### config.mk
export PLATFORM = sky130hd
export DESIGN_NAME = pgm_top
export DESIGN_NICKNAME = d
export VERILOG_FILES = /design/src/shared/pgm_pkg.sv /design/src/shared/pgm_tree_if.sv /design/src/rtl/pgm_top.sv /design/src/rtl/pgm_tree.sv
export SDC_FILE = /design/constraint.sdc
export NUM_CORES = 1
export LEC_CHECK = 0
export ABC_AREA = 1
export BUFFER_PORTS_ARGS = -buffer_cell sky130_fd_sc_hd__buf_2
export CAP_MARGIN = 0
export CORE_MARGIN = 2
export CORE_UTILIZATION = 50
export DETAILED_ROUTE_END_ITERATION = 16
export HOLD_SLACK_MARGIN = 0.02
export MAX_ROUTING_LAYER = met4
export PLACE_DENSITY = 0.78
export SLEW_MARGIN = 20
export SYNTH_ARGS = -nofsm -noshare
export SYNTH_HDL_FRONTEND = slang
export SYNTH_SLANG_ARGS = --single-unit
### constraint.sdc
create_clock -name clock -period 1 [get_ports clock]
set_input_delay 0.1 -clock clock [delete_from_list [all_inputs] [get_ports clock]]
set_output_delay 0.1 -clock clock [all_outputs]
set_load 0.01 [all_outputs]
### src/shared/pgm_pkg.sv
// Package: offsets, field positions and per-variant reset patterns of the power-good masks
package pgm_pkg;

    localparam int unsigned PGM_ADDR_W = 8;
    localparam int unsigned PGM_DATA_W = 8;
    localparam int unsigned PGM_SRC_W = 16;
    localparam int unsigned PGM_VARIANTS = 4;

    // Register offsets on the register port
    localparam logic [7:0] PGM_OFS_O1_LOWER = 8'ha4;
    localparam logic [7:0] PGM_OFS_O1_UPPER = 8'ha5;
    localparam logic [7:0] PGM_OFS_O4_LOWER = 8'ha6;
    localparam logic [7:0] PGM_OFS_O4_UPPER = 8'ha7;
    localparam logic [7:0] PGM_OFS_SRC_LOWER = 8'hf0;
    localparam logic [7:0] PGM_OFS_SRC_UPPER = 8'hf1;
    localparam logic [7:0] PGM_OFS_OUT_STATUS = 8'hf2;
    localparam logic [7:0] PGM_UNMAPPED_DATA = 8'h00;

    // Lower-source register fields
    localparam int unsigned PGM_BIT_ADJ_REGULATOR_TWO = 7;
    localparam int unsigned PGM_BIT_LOAD_SWITCH_A_ONE = 6;
    localparam int unsigned PGM_BIT_STEPDOWN_SIX = 5;
    localparam int unsigned PGM_BIT_STEPDOWN_ONE = 0;

    // Upper-source register fields
    localparam int unsigned PGM_BIT_ENABLE_IN_FIVE = 7;
    localparam int unsigned PGM_BIT_ENABLE_IN_FOUR = 6;
    localparam int unsigned PGM_BIT_ENABLE_IN_TWO = 5;
    localparam int unsigned PGM_BIT_ENABLE_IN_ONE = 4;
    localparam int unsigned PGM_BIT_TERMINATION_REG = 3;
    localparam int unsigned PGM_BIT_SHARED_SLOT = 2;
    localparam int unsigned PGM_BIT_LOAD_SWITCH_B_ONE = 1;
    localparam int unsigned PGM_BIT_ADJ_REGULATOR_THREE = 0;

    // Output status register fields
    localparam int unsigned PGM_BIT_STAT_OUT_ONE = 0;
    localparam int unsigned PGM_BIT_STAT_OUT_FOUR = 1;

    // Variant whose shared slot carries the second load switch of group B
    localparam int unsigned PGM_VARIANT_SHARED_IS_SWITCH = 3;

    typedef logic [7:0] pgm_byte_t;
    typedef pgm_byte_t [PGM_VARIANTS-1:0] pgm_table_t;

    // Factory reset patterns, index is the variant number
    localparam pgm_table_t PGM_RST_O1_LOWER = '{8'hfc, 8'hfe, 8'h5c, 8'hfd};
    localparam pgm_table_t PGM_RST_O1_UPPER = '{8'hef, 8'hff, 8'heb, 8'hff};
    localparam pgm_table_t PGM_RST_O4_LOWER = '{8'hff, 8'hf7, 8'hbf, 8'hf7};
    localparam pgm_table_t PGM_RST_O4_UPPER = '{8'hff, 8'h7f, 8'hff, 8'hbf};

    // A source counts when it is good or when its mask bit ignores it
    function automatic logic pgm_tree_good(input logic [PGM_SRC_W-1:0] src,
                                           input logic [PGM_SRC_W-1:0] ignore);
        pgm_tree_good = &(src | ignore);
    endfunction

endpackage

### src/shared/pgm_tree_if.sv
// Interface: one power-good tree, its sources, its mask and its verdict
`timescale 1ns/100ps
`default_nettype none
interface pgm_tree_if;
    import pgm_pkg::*;
    logic [PGM_SRC_W-1:0] src;
    logic [PGM_SRC_W-1:0] ignore;
    logic good;
    modport owner (output src, output ignore, input good);
    modport tree (input src, input ignore, output good);
endinterface
`default_nettype wire

### src/rtl/pgm_top.sv
// Power-good output source masks: mask registers, two trees, registered outputs
//
// Contract
// Upper bits 7..4 mask enable inputs 5,4,2,1
// Upper bit 3 masks termination regulator flag
// Upper bit 2 masks variant-selected shared slot
// Upper bits 1,0 mask switch B1, regulator 3
// Out-four lower: reg2, switch A1, stepdowns 6..1
// Set mask bit drops source from output four
// Out-one upper mask at 0xa5, read/write
// Out-four lower mask at 0xa6, read/write
// Out-four upper mask at 0xa7, same fields
// Reset patterns come from the factory variant
// Out-one lower mask at 0xa4, same encoding
// Output good only while all unmasked good
`timescale 1ns/100ps
`default_nettype none
module pgm_top
    import pgm_pkg::*;
#(
    parameter int unsigned VARIANT = 0
)
(
    input wire logic clock,
    input wire logic rst,
    // Register port from the host serial interface
    input wire logic [PGM_ADDR_W-1:0] reg_addr,
    input wire logic reg_wr,
    input wire logic reg_rd,
    input wire logic [PGM_DATA_W-1:0] reg_wdata,
    output logic [PGM_DATA_W-1:0] reg_rdata,
    output logic reg_rvalid,
    // Rail good flags and enable input status
    input wire logic [5:0] stepdown_good,
    input wire logic load_switch_a_one_good,
    input wire logic adj_regulator_two_good,
    input wire logic adj_regulator_three_good,
    input wire logic adj_regulator_one_good,
    input wire logic load_switch_b_one_good,
    input wire logic load_switch_b_two_good,
    input wire logic termination_regulator_good,
    input wire logic enable_in_one,
    input wire logic enable_in_two,
    input wire logic enable_in_four,
    input wire logic enable_in_five,
    // Power-good output pins
    output logic power_good_output_one,
    output logic power_good_output_four
);

    ////////////////////////////////////////////////////////////////////////////
    // Elaboration check

    if (VARIANT >= PGM_VARIANTS) begin : g_bad_variant
        $error("pgm_top: VARIANT out of range");
    end

    // Both trees take one byte of sources from each source register
    if (PGM_SRC_W != 2 * PGM_DATA_W) begin : g_bad_src_width
        $error("pgm_top: source vector must span two register bytes");
    end

    if (PGM_BIT_STEPDOWN_SIX - PGM_BIT_STEPDOWN_ONE != 5) begin : g_bad_stepdown
        $error("pgm_top: step-down field must hold six rails");
    end

    ////////////////////////////////////////////////////////////////////////////
    // Source vectors

    logic shared_slot_good;
    logic [7:0] src_lower;
    logic [7:0] src_upper;

    // Slot wiring fixed per variant, not switchable by software
    assign shared_slot_good = (VARIANT == PGM_VARIANT_SHARED_IS_SWITCH) ?
        load_switch_b_two_good : adj_regulator_one_good;

    assign src_lower[PGM_BIT_ADJ_REGULATOR_TWO] = adj_regulator_two_good;
    assign src_lower[PGM_BIT_LOAD_SWITCH_A_ONE] = load_switch_a_one_good;
    assign src_lower[PGM_BIT_STEPDOWN_SIX:PGM_BIT_STEPDOWN_ONE] = stepdown_good;

    assign src_upper[PGM_BIT_ENABLE_IN_FIVE] = enable_in_five;
    assign src_upper[PGM_BIT_ENABLE_IN_FOUR] = enable_in_four;
    assign src_upper[PGM_BIT_ENABLE_IN_TWO] = enable_in_two;
    assign src_upper[PGM_BIT_ENABLE_IN_ONE] = enable_in_one;
    assign src_upper[PGM_BIT_TERMINATION_REG] = termination_regulator_good;
    assign src_upper[PGM_BIT_SHARED_SLOT] = shared_slot_good;
    assign src_upper[PGM_BIT_LOAD_SWITCH_B_ONE] = load_switch_b_one_good;
    assign src_upper[PGM_BIT_ADJ_REGULATOR_THREE] = adj_regulator_three_good;

    ////////////////////////////////////////////////////////////////////////////
    // Mask registers

    logic [7:0] o1_lower_q;
    logic [7:0] o1_upper_q;
    logic [7:0] o4_lower_q;
    logic [7:0] o4_upper_q;
    logic hit_o1_lower;
    logic hit_o1_upper;
    logic hit_o4_lower;
    logic hit_o4_upper;
    logic wr_o1_lower;
    logic wr_o1_upper;
    logic wr_o4_lower;
    logic wr_o4_upper;

    assign hit_o1_lower = (reg_addr == PGM_OFS_O1_LOWER);
    assign hit_o1_upper = (reg_addr == PGM_OFS_O1_UPPER);
    assign hit_o4_lower = (reg_addr == PGM_OFS_O4_LOWER);
    assign hit_o4_upper = (reg_addr == PGM_OFS_O4_UPPER);

    // Writes to status or unmapped offsets fall through and change nothing
    assign wr_o1_lower = reg_wr & hit_o1_lower;
    assign wr_o1_upper = reg_wr & hit_o1_upper;
    assign wr_o4_lower = reg_wr & hit_o4_lower;
    assign wr_o4_upper = reg_wr & hit_o4_upper;

    // Reset constants picked by the variant parameter
    always_ff @(posedge clock or posedge rst) begin
        if (rst) begin
            o1_lower_q <= PGM_RST_O1_LOWER[VARIANT];
        end else if (wr_o1_lower) begin
            o1_lower_q <= reg_wdata;
        end
    end

    always_ff @(posedge clock or posedge rst) begin
        if (rst) begin
            o1_upper_q <= PGM_RST_O1_UPPER[VARIANT];
        end else if (wr_o1_upper) begin
            o1_upper_q <= reg_wdata;
        end
    end

    always_ff @(posedge clock or posedge rst) begin
        if (rst) begin
            o4_lower_q <= PGM_RST_O4_LOWER[VARIANT];
        end else if (wr_o4_lower) begin
            o4_lower_q <= reg_wdata;
        end
    end

    always_ff @(posedge clock or posedge rst) begin
        if (rst) begin
            o4_upper_q <= PGM_RST_O4_UPPER[VARIANT];
        end else if (wr_o4_upper) begin
            o4_upper_q <= reg_wdata;
        end
    end

    ////////////////////////////////////////////////////////////////////////////
    // Trees and outputs

    pgm_tree_if tree_one ();
    pgm_tree_if tree_four ();

    assign tree_one.src = {src_upper, src_lower};
    assign tree_one.ignore = {o1_upper_q, o1_lower_q};
    assign tree_four.src = {src_upper, src_lower};
    assign tree_four.ignore = {o4_upper_q, o4_lower_q};

    pgm_tree u_tree_one (
        .t (tree_one.tree)
    );

    pgm_tree u_tree_four (
        .t (tree_four.tree)
    );

    // One flop of latency keeps the pins glitch-free while flags settle
    always_ff @(posedge clock or posedge rst) begin
        if (rst) begin
            power_good_output_one <= 1'b0;
        end else begin
            power_good_output_one <= tree_one.good;
        end
    end

    always_ff @(posedge clock or posedge rst) begin
        if (rst) begin
            power_good_output_four <= 1'b0;
        end else begin
            power_good_output_four <= tree_four.good;
        end
    end

    ////////////////////////////////////////////////////////////////////////////
    // Read path

    logic [7:0] out_status;
    logic [7:0] rd_mux;

    assign out_status = {6'h00, power_good_output_four, power_good_output_one};

    always_comb begin
        rd_mux = PGM_UNMAPPED_DATA;
        unique case (reg_addr)
            PGM_OFS_O1_LOWER: rd_mux = o1_lower_q;
            PGM_OFS_O1_UPPER: rd_mux = o1_upper_q;
            PGM_OFS_O4_LOWER: rd_mux = o4_lower_q;
            PGM_OFS_O4_UPPER: rd_mux = o4_upper_q;
            PGM_OFS_SRC_LOWER: rd_mux = src_lower;
            PGM_OFS_SRC_UPPER: rd_mux = src_upper;
            PGM_OFS_OUT_STATUS: rd_mux = out_status;
            default: rd_mux = PGM_UNMAPPED_DATA;
        endcase
    end

    // Answer strobe follows every read by one cycle
    always_ff @(posedge clock or posedge rst) begin
        if (rst) begin
            reg_rvalid <= 1'b0;
        end else begin
            reg_rvalid <= reg_rd;
        end
    end

    // Data holds after the read until the next read
    always_ff @(posedge clock or posedge rst) begin
        if (rst) begin
            reg_rdata <= 8'h00;
        end else if (reg_rd) begin
            reg_rdata <= rd_mux;
        end
    end

endmodule
`default_nettype wire

### src/rtl/pgm_tree.sv
// Power-good tree: AND of every source that its mask does not ignore
`timescale 1ns/100ps
`default_nettype none
module pgm_tree
    import pgm_pkg::*;
(
    pgm_tree_if.tree t
);
    assign t.good = pgm_tree_good(t.src, t.ignore);
endmodule
`default_nettype wire

==> results of run 1 <==
per-layer routing:
layer | GRT usage (%) | vias up | share of wire, %
li1 | - | 1257 | -
met1 | 40.89 | 1182 | 43
met2 | 45.33 | 133 | 46
met3 | 4.284 | 20 | 7.7
met4 | 9.325 | 0 | 2.8
met5 | - | - | 0
metrics by stage:
step,hold slack (ns),TNS (ns),utilization [%],setup slack [ns]
global placement,0.04642,-5.512,63.34,-0.2001
floorplan,0.08713,0,-,0.02356
detailed placement,0.05223,-6.436,63.34,-0.2302
CTS,0.02007,-0.2280,67.00,-0.09127
finish,0.02641,-0.2923,70.55,-0.08787
global route,0.04011,-0.9290,70.55,-0.1276
power by group:
part | switching (mW) | internal, mW | leakage (nW) | total (mW)
clock | 0.638 | 0.564 | 0.0474 | 1.20
combinational | 0.325 | 0.226 | 1.27 | 0.551
sequential | 0.0673 | 1.87 | 0.494 | 1.94
total | 1.03 | 2.66 | 1.82 | 3.69
worst min path at each step:
stage,to,cells past startpoint,from
after floorplan,o1_lower_q[1]$_DFFE_PP0P_,1,rst
after global placement,reg_rdata[0]$_DFFE_PP0P_,2,rst
after detailed placement,reg_rdata[1]$_DFFE_PP0P_,2,rst
after CTS,o1_upper_q[2]$_DFFE_PP1P_,3,reg_wdata[2]
after global routing,o1_upper_q[3]$_DFFE_PP1P_,3,reg_wdata[3]
final,o4_lower_q[4]$_DFFE_PP1P_,3,reg_wdata[4]
area by class of cell:
class	instances	area [um2]
flip-flops and latches	43	1112
well taps	67	83.83
clock buffers	6	82.58
fillers	424	1400
clock inverters	2	16.27
multi-input cells	264	1368
inverters	23	90.09
repair buffers	83	601.8
registers in the layout, indices dropped and copies added, names as in the netlist:
signal,flops
o4_lower_q,8
power_good_output_four,1
o4_upper_q,8
reg_rdata,8
reg_rvalid,1
o1_upper_q,8
power_good_output_one,1
o1_lower_q,8
logic make-up (layout without fill, tap and decap cells):
| logic type | count (synthesis) | after routing | share of synthesized area [%] |
|---|---|---|---|
| simple gates | 220 | 220 | 39.99 |
| compound gates | 44 | 44 | 9.835 |
| buf+inv | 30 | 114 | 5.569 |
| flops | 43 | 43 | 44.61 |
worst min-delay path, cell delays in order:
cell and delay, ns:
buf_2 0.12, nand2_1 0.06, nand2_1 0.04
cell usage after synthesis:
library cell	count	share of area, %
nor2_2	2	0.50
buf_12	1	0.80
nand2_2	7	1.8
buf_4	2	0.60
o22ai_1	11	2.8
nor3_1	3	0.60
nand2_1	114	17
dfstp_2	29	31
nor2_8	2	1.6
inv_1	22	3.3
nor2_1	45	6.8
nand2_4	2	0.90
o21ai_1	1	0.20
o21ai_2	2	0.70
inv_2	1	0.15
nor2_4	6	2.7
nand3_1	36	7.2
nand4_1	1	0.25
buf_2	2	0.40
or2_2	2	0.50
dfrtp_1	14	14
o22a_1	1	0.35
clkbuf_1	2	0.30
o21ai_0	29	5.8
repair_timing:
action                                  CTS  global route
gates resized for setup                   9            27
setup buffers                             2             6
endpoints found under the setup margin    8            17
pin swaps                                22            22
hold buffers                              2             0
hold endpoints to repair                 15             0
==> impl_results.md, run 1 <==
- Outcome: complete, but fails checks
- Failing checks: setup timing
- Reg-to-Reg Start: o4_upper_q[4]$_DFFE_PP1P_
- Maxcap violations: 0
- Gate Count Post-Synth: 337
- Flop2flop setup slack: -0.09 ns
- Die area: 0.005568 mm2
- # IOs: 48
- Seq/Total Area, Yosys: 44.61%
- Dpl hpwl: 5.488 mm
- Antenna violations before repair: 0
- Clk Latency, worst-skew pair: 0.30 ns
- GPL Wtd Cong: 0.9552
- Most frequent cells in the layout: 111 x nand2_1, 46 x buf_2, 39 x nor2_1
- Worst-path fanout max: 2
- CTS buffer count: 5
- Initial DRC count: 214
- Initial Utilization: 52.45%
- Post-Syn Area: 0.002494 mm2
- Worst setup skew after layout: 0.01109 ns
- DRC violations left: 0
- Global-route wire length before repair: 11.99 mm
- Finish-stage setup viols: 7
- Placed cell count: 470
- R2R depth: 5
- Commonest non-fill, non-tap cell in the layout: nand2_1
- Core Rows: 25
- Largest net degree at the start of global routing: 35
- Design Area, Final: 0.003354 mm2
- Grt total ovfl: 0
- Worst path top cell family by delay: flip-flops
- Final non-filler cell total: 488
- Share of cells above drive strength 1: 39.67%
- Drt pass-1 iters: 5
- DR vias: 2592
- Hold/Removal Path Class: input port to flip-flop
- Power Density: 1100 mW/mm2
- Diodes inserted: 0
- Required time worst endpoint: 1.24 ns
- CTS tree: yes
- Core area: 0.004755 mm2
- Worst-case clock buffer depth: 2
- Cell Chain, Critical Path: nor2_2 > nor3_2 > buf_4 > nand2_2 > nor2_1
- Clock root cell: clkbuf_8
- Average cell area after synthesis: 7.400 um2
- Area after DPL: 0.003012 mm2
- Yosys Warn Count: 0
- DRT antenna net count: 0
- Worst-Margin Slew: 0.5300 ns
- Final setup margin: -0.08787 ns
- Clk sinks: 43
- Post-DR vias/cell: 5.311
- Vias in the first global route: 2450
- Clk slew on worst S/H paths: 0.09 ns
- WP depth: 5
- Worst IR Drop VDD: 1170 uV
- Fmax: 0.9192 GHz
- H-tree depth: 2
- Crit path capture type: flip-flop
- CP startpoint: o4_upper_q[4]$_DFFE_PP1P_
- Power, Total: 3.691 mW
- Final hold vios: 0
- CP arrival: 1.33 ns
- Pins Over Slew Limit: 0
- Total global-route track usage: 29.60%
- Die X: 74.62 um
- RSZ-0062 raised after global routing: true
- Net Count, Synth: 374
- Post-Route WL: 7.473 mm
- Crit path kind: flip-flop to flip-flop
- Die Ht: 74.62 um
- P&R area growth vs syn: 34.52%
- Leak pwr: 1.816 nW
- Final Net Count: 457
- CP max stage cell: dfstp_2
- Relative slew slack: 64.61%
- CP max stage delay: 0.56 ns
- #FFs+latches synth: 43
- Worst setup SP type: flip-flop
- Netlist cell types: 24
- CP Buf/Inv Count: 1
- Fin crit share: 108.8%
- IO buf count: 46
- Clock period minus worst slack: 1.088 ns
- Worst setup path end: power_good_output_four$_DFF_PP0_
- Reg2Reg Capture Point: power_good_output_four$_DFF_PP0_
- Avg WL per Cell: 15.31 um
No activity file was read; power rests on OpenSTA's default activity.
==> inputs of run 2 (changes only) <==
- CORE_UTILIZATION: 50 -> 52
- CTS_BUF_LIST: unset -> sky130_fd_sc_hd__clkbuf_4 sky130_fd_sc_hd__clkbuf_8
- PLACE_DENSITY: 0.78 -> 0.81
==> run 2 against run 1 <==
Compared with the run above:
- the run still ends with setup timing left
- critical path type unchanged
- clock skew decreased by 0.0088 ns
- highest routed layer unchanged
- sequential power about the same
- die area down 3.6%
==> impl_results.md, run 2 (same netlist as run 1, synthesis figures left out) <==
- Worst-case clock buffer depth: 2
- Post-DR vias/cell: 5.619
- Initial DRC count: 297
- Clk sinks: 43
- CP arrival: 1.35 ns
- Clock root cell: clkbuf_8
- Pins Over Slew Limit: 0
- Worst IR Drop VDD: 942.7 uV
- Worst setup skew after layout: 0.002274 ns
- Final Net Count: 444
- H-tree depth: 2
- CTS tree: yes
- IO buf count: 46
- Final setup margin: -0.1166 ns
- Final design utilization: 68.62%
- M2 GR Usage: 45.85%
- # IOs: 48
- Finish-stage setup viols: 7
- Grt total ovfl: 0
- Die X: 73.25 um
- GRT busiest layer: met2
- Die area: 0.005366 mm2
- Outcome: complete, but fails checks
- Total global-route track usage: 29.40%
- Hold/Removal Path Class: input port to flip-flop
- Worst-path fanout max: 2
- Avg WL per Cell: 15.55 um
- Antenna violations before repair: 0
- Clk slew on worst S/H paths: 0.08 ns
- Die Ht: 73.25 um
- Final non-filler cell total: 462
- Worst path top cell family by delay: flip-flops
- Core Rows: 25
- Worst-Margin Slew: 0.5890 ns
- Relative slew slack: 60.68%
- Power Density: 1204 mW/mm2
- RSZ-0062 raised after global routing: true
- Crit path kind: flip-flop to flip-flop
- Core area: 0.004661 mm2
- CTS buffer count: 5
- Global Route met3 Usage: 5.898%
- GR Util met1: 38.92%
- Share of cells above drive strength 1: 37.25%
- Global-route wire length before repair: 11.58 mm
- Fmax: 0.8956 GHz
- Required time worst endpoint: 1.23 ns
- Most frequent cells in the layout: 111 x nand2_1, 46 x buf_2, 39 x nor2_1
- Placed cell count: 449
- Diodes inserted: 0
- Initial Utilization: 53.50%
- Largest net degree at the start of global routing: 44
- Clock period minus worst slack: 1.117 ns
- Post-Route WL: 7.186 mm
- Leak pwr: 1.744 nW
- Crit path capture type: flip-flop
- DRT antenna net count: 0
- Final hold vios: 0
- Clk Latency, worst-skew pair: 0.30 ns
- DRC violations left: 0
- Flop2flop setup slack: -0.12 ns
- CP max stage cell: dfstp_2
- GPL Wtd Cong: 0.9618
- DR vias: 2596
- Fin crit share: 111.7%
- Worst setup SP type: flip-flop
- Dpl hpwl: 5.130 mm
- Drt pass-1 iters: 5
- Maxcap violations: 0
- CP max stage delay: 0.55 ns
- P&R area growth vs syn: 28.25%
- CP Buf/Inv Count: 0
- Commonest non-fill, non-tap cell in the layout: nand2_1
- Vias in the first global route: 2391
- Cell Chain, Critical Path: nor2_1 > nor3_2 > nand2_1 > nor2_2
- Failing checks: setup timing
-- run 2: final cells by class --
cell class	count	area (um2)
Fill cell	365	1463
Clock inverter	2	37.54
Tap cell	54	67.56
Sequential cell	43	1112
Inverter	23	90.09
Clock buffer	6	76.32
Multi-Input combinational cell	265	1364
Timing Repair Buffer	69	450.4
-- run 2: worst reg2reg max path, cell delays in order (launching register included) --
cell and delay [ns]:
dfstp_2 0.55, nor2_1 0.05, nor3_2 0.23, nand2_1 0.10, nor2_2 0.13
-- run 2: path summary, 6_finish.rpt --
check,start,end,cells after the start
max in group asynchronous,rst,o4_lower_q[5]$_DFFE_PP1P_,4
setup reg to reg,o4_upper_q[5]$_DFFE_PP1P_,power_good_output_four$_DFF_PP0_,4
hold reg to reg,reg_rdata[2]$_DFFE_PP0P_,reg_rdata[2]$_DFFE_PP0P_,2
hold / removal,reg_wdata[1],o4_lower_q[1]$_DFFE_PP1P_,3
min in group asynchronous,rst,reg_rdata[2]$_DFFE_PP0P_,4
setup / recovery,o4_upper_q[5]$_DFFE_PP1P_,power_good_output_four$_DFF_PP0_,4
-- run 2: repair_timing --
action                     CTS  global route
resized for setup            7            25
hold buffers                 3             0
cloned                       0             1
hold endpoints to repair    16             0
pin swaps                    6            19
setup endpoints to repair    6            17
buffers inserted             1             1
-- run 2: through the flow --
step / TNS [ns] / power (mW) / hold WS [ns] / worst slack, ns / cell area [um2]
3_3_place_gp: -6.238 / 2.410 / 0.1662 / -0.2026 / 2910
5_1_grt: -0.9737 / 3.986 / 0.02603 / -0.1954 / 3198
3_5_place_dp: -7.388 / 2.422 / 0.1682 / -0.2509 / 2910
2_1_floorplan: 0 / 2.175 / 0.08713 / 0.02356 / 2497
6_report: -0.3842 / 3.850 / 0.02357 / -0.1166 / 3198
4_1_cts: -0.3167 / 3.833 / 0.02265 / -0.1001 / 3094
-- run 2: metal layers --
| metal | vias to the layer above | share of wire (%) | wire length (um) |
|---|---|---|---|
| met2 | 148 | 46 | 3288 |
| met4 | 0 | 3.0 | 214 |
| met5 | - | 0 | 0 |
| met3 | 25 | 9.4 | 678 |
| met1 | 1192 | 42 | 3005 |
| li1 | 1231 | - | - |
-- run 2: where the power goes --
| group | leakage, nW | total [mW] | internal, mW | switching (mW) |
|---|---|---|---|---|
| Sequential | 0.494 | 1.94 | 1.87 | 0.0649 |
| Clock | 0.0548 | 1.40 | 0.773 | 0.623 |
| Combinational | 1.20 | 0.520 | 0.202 | 0.318 |
| Total | 1.74 | 3.85 | 2.84 | 1.01 |
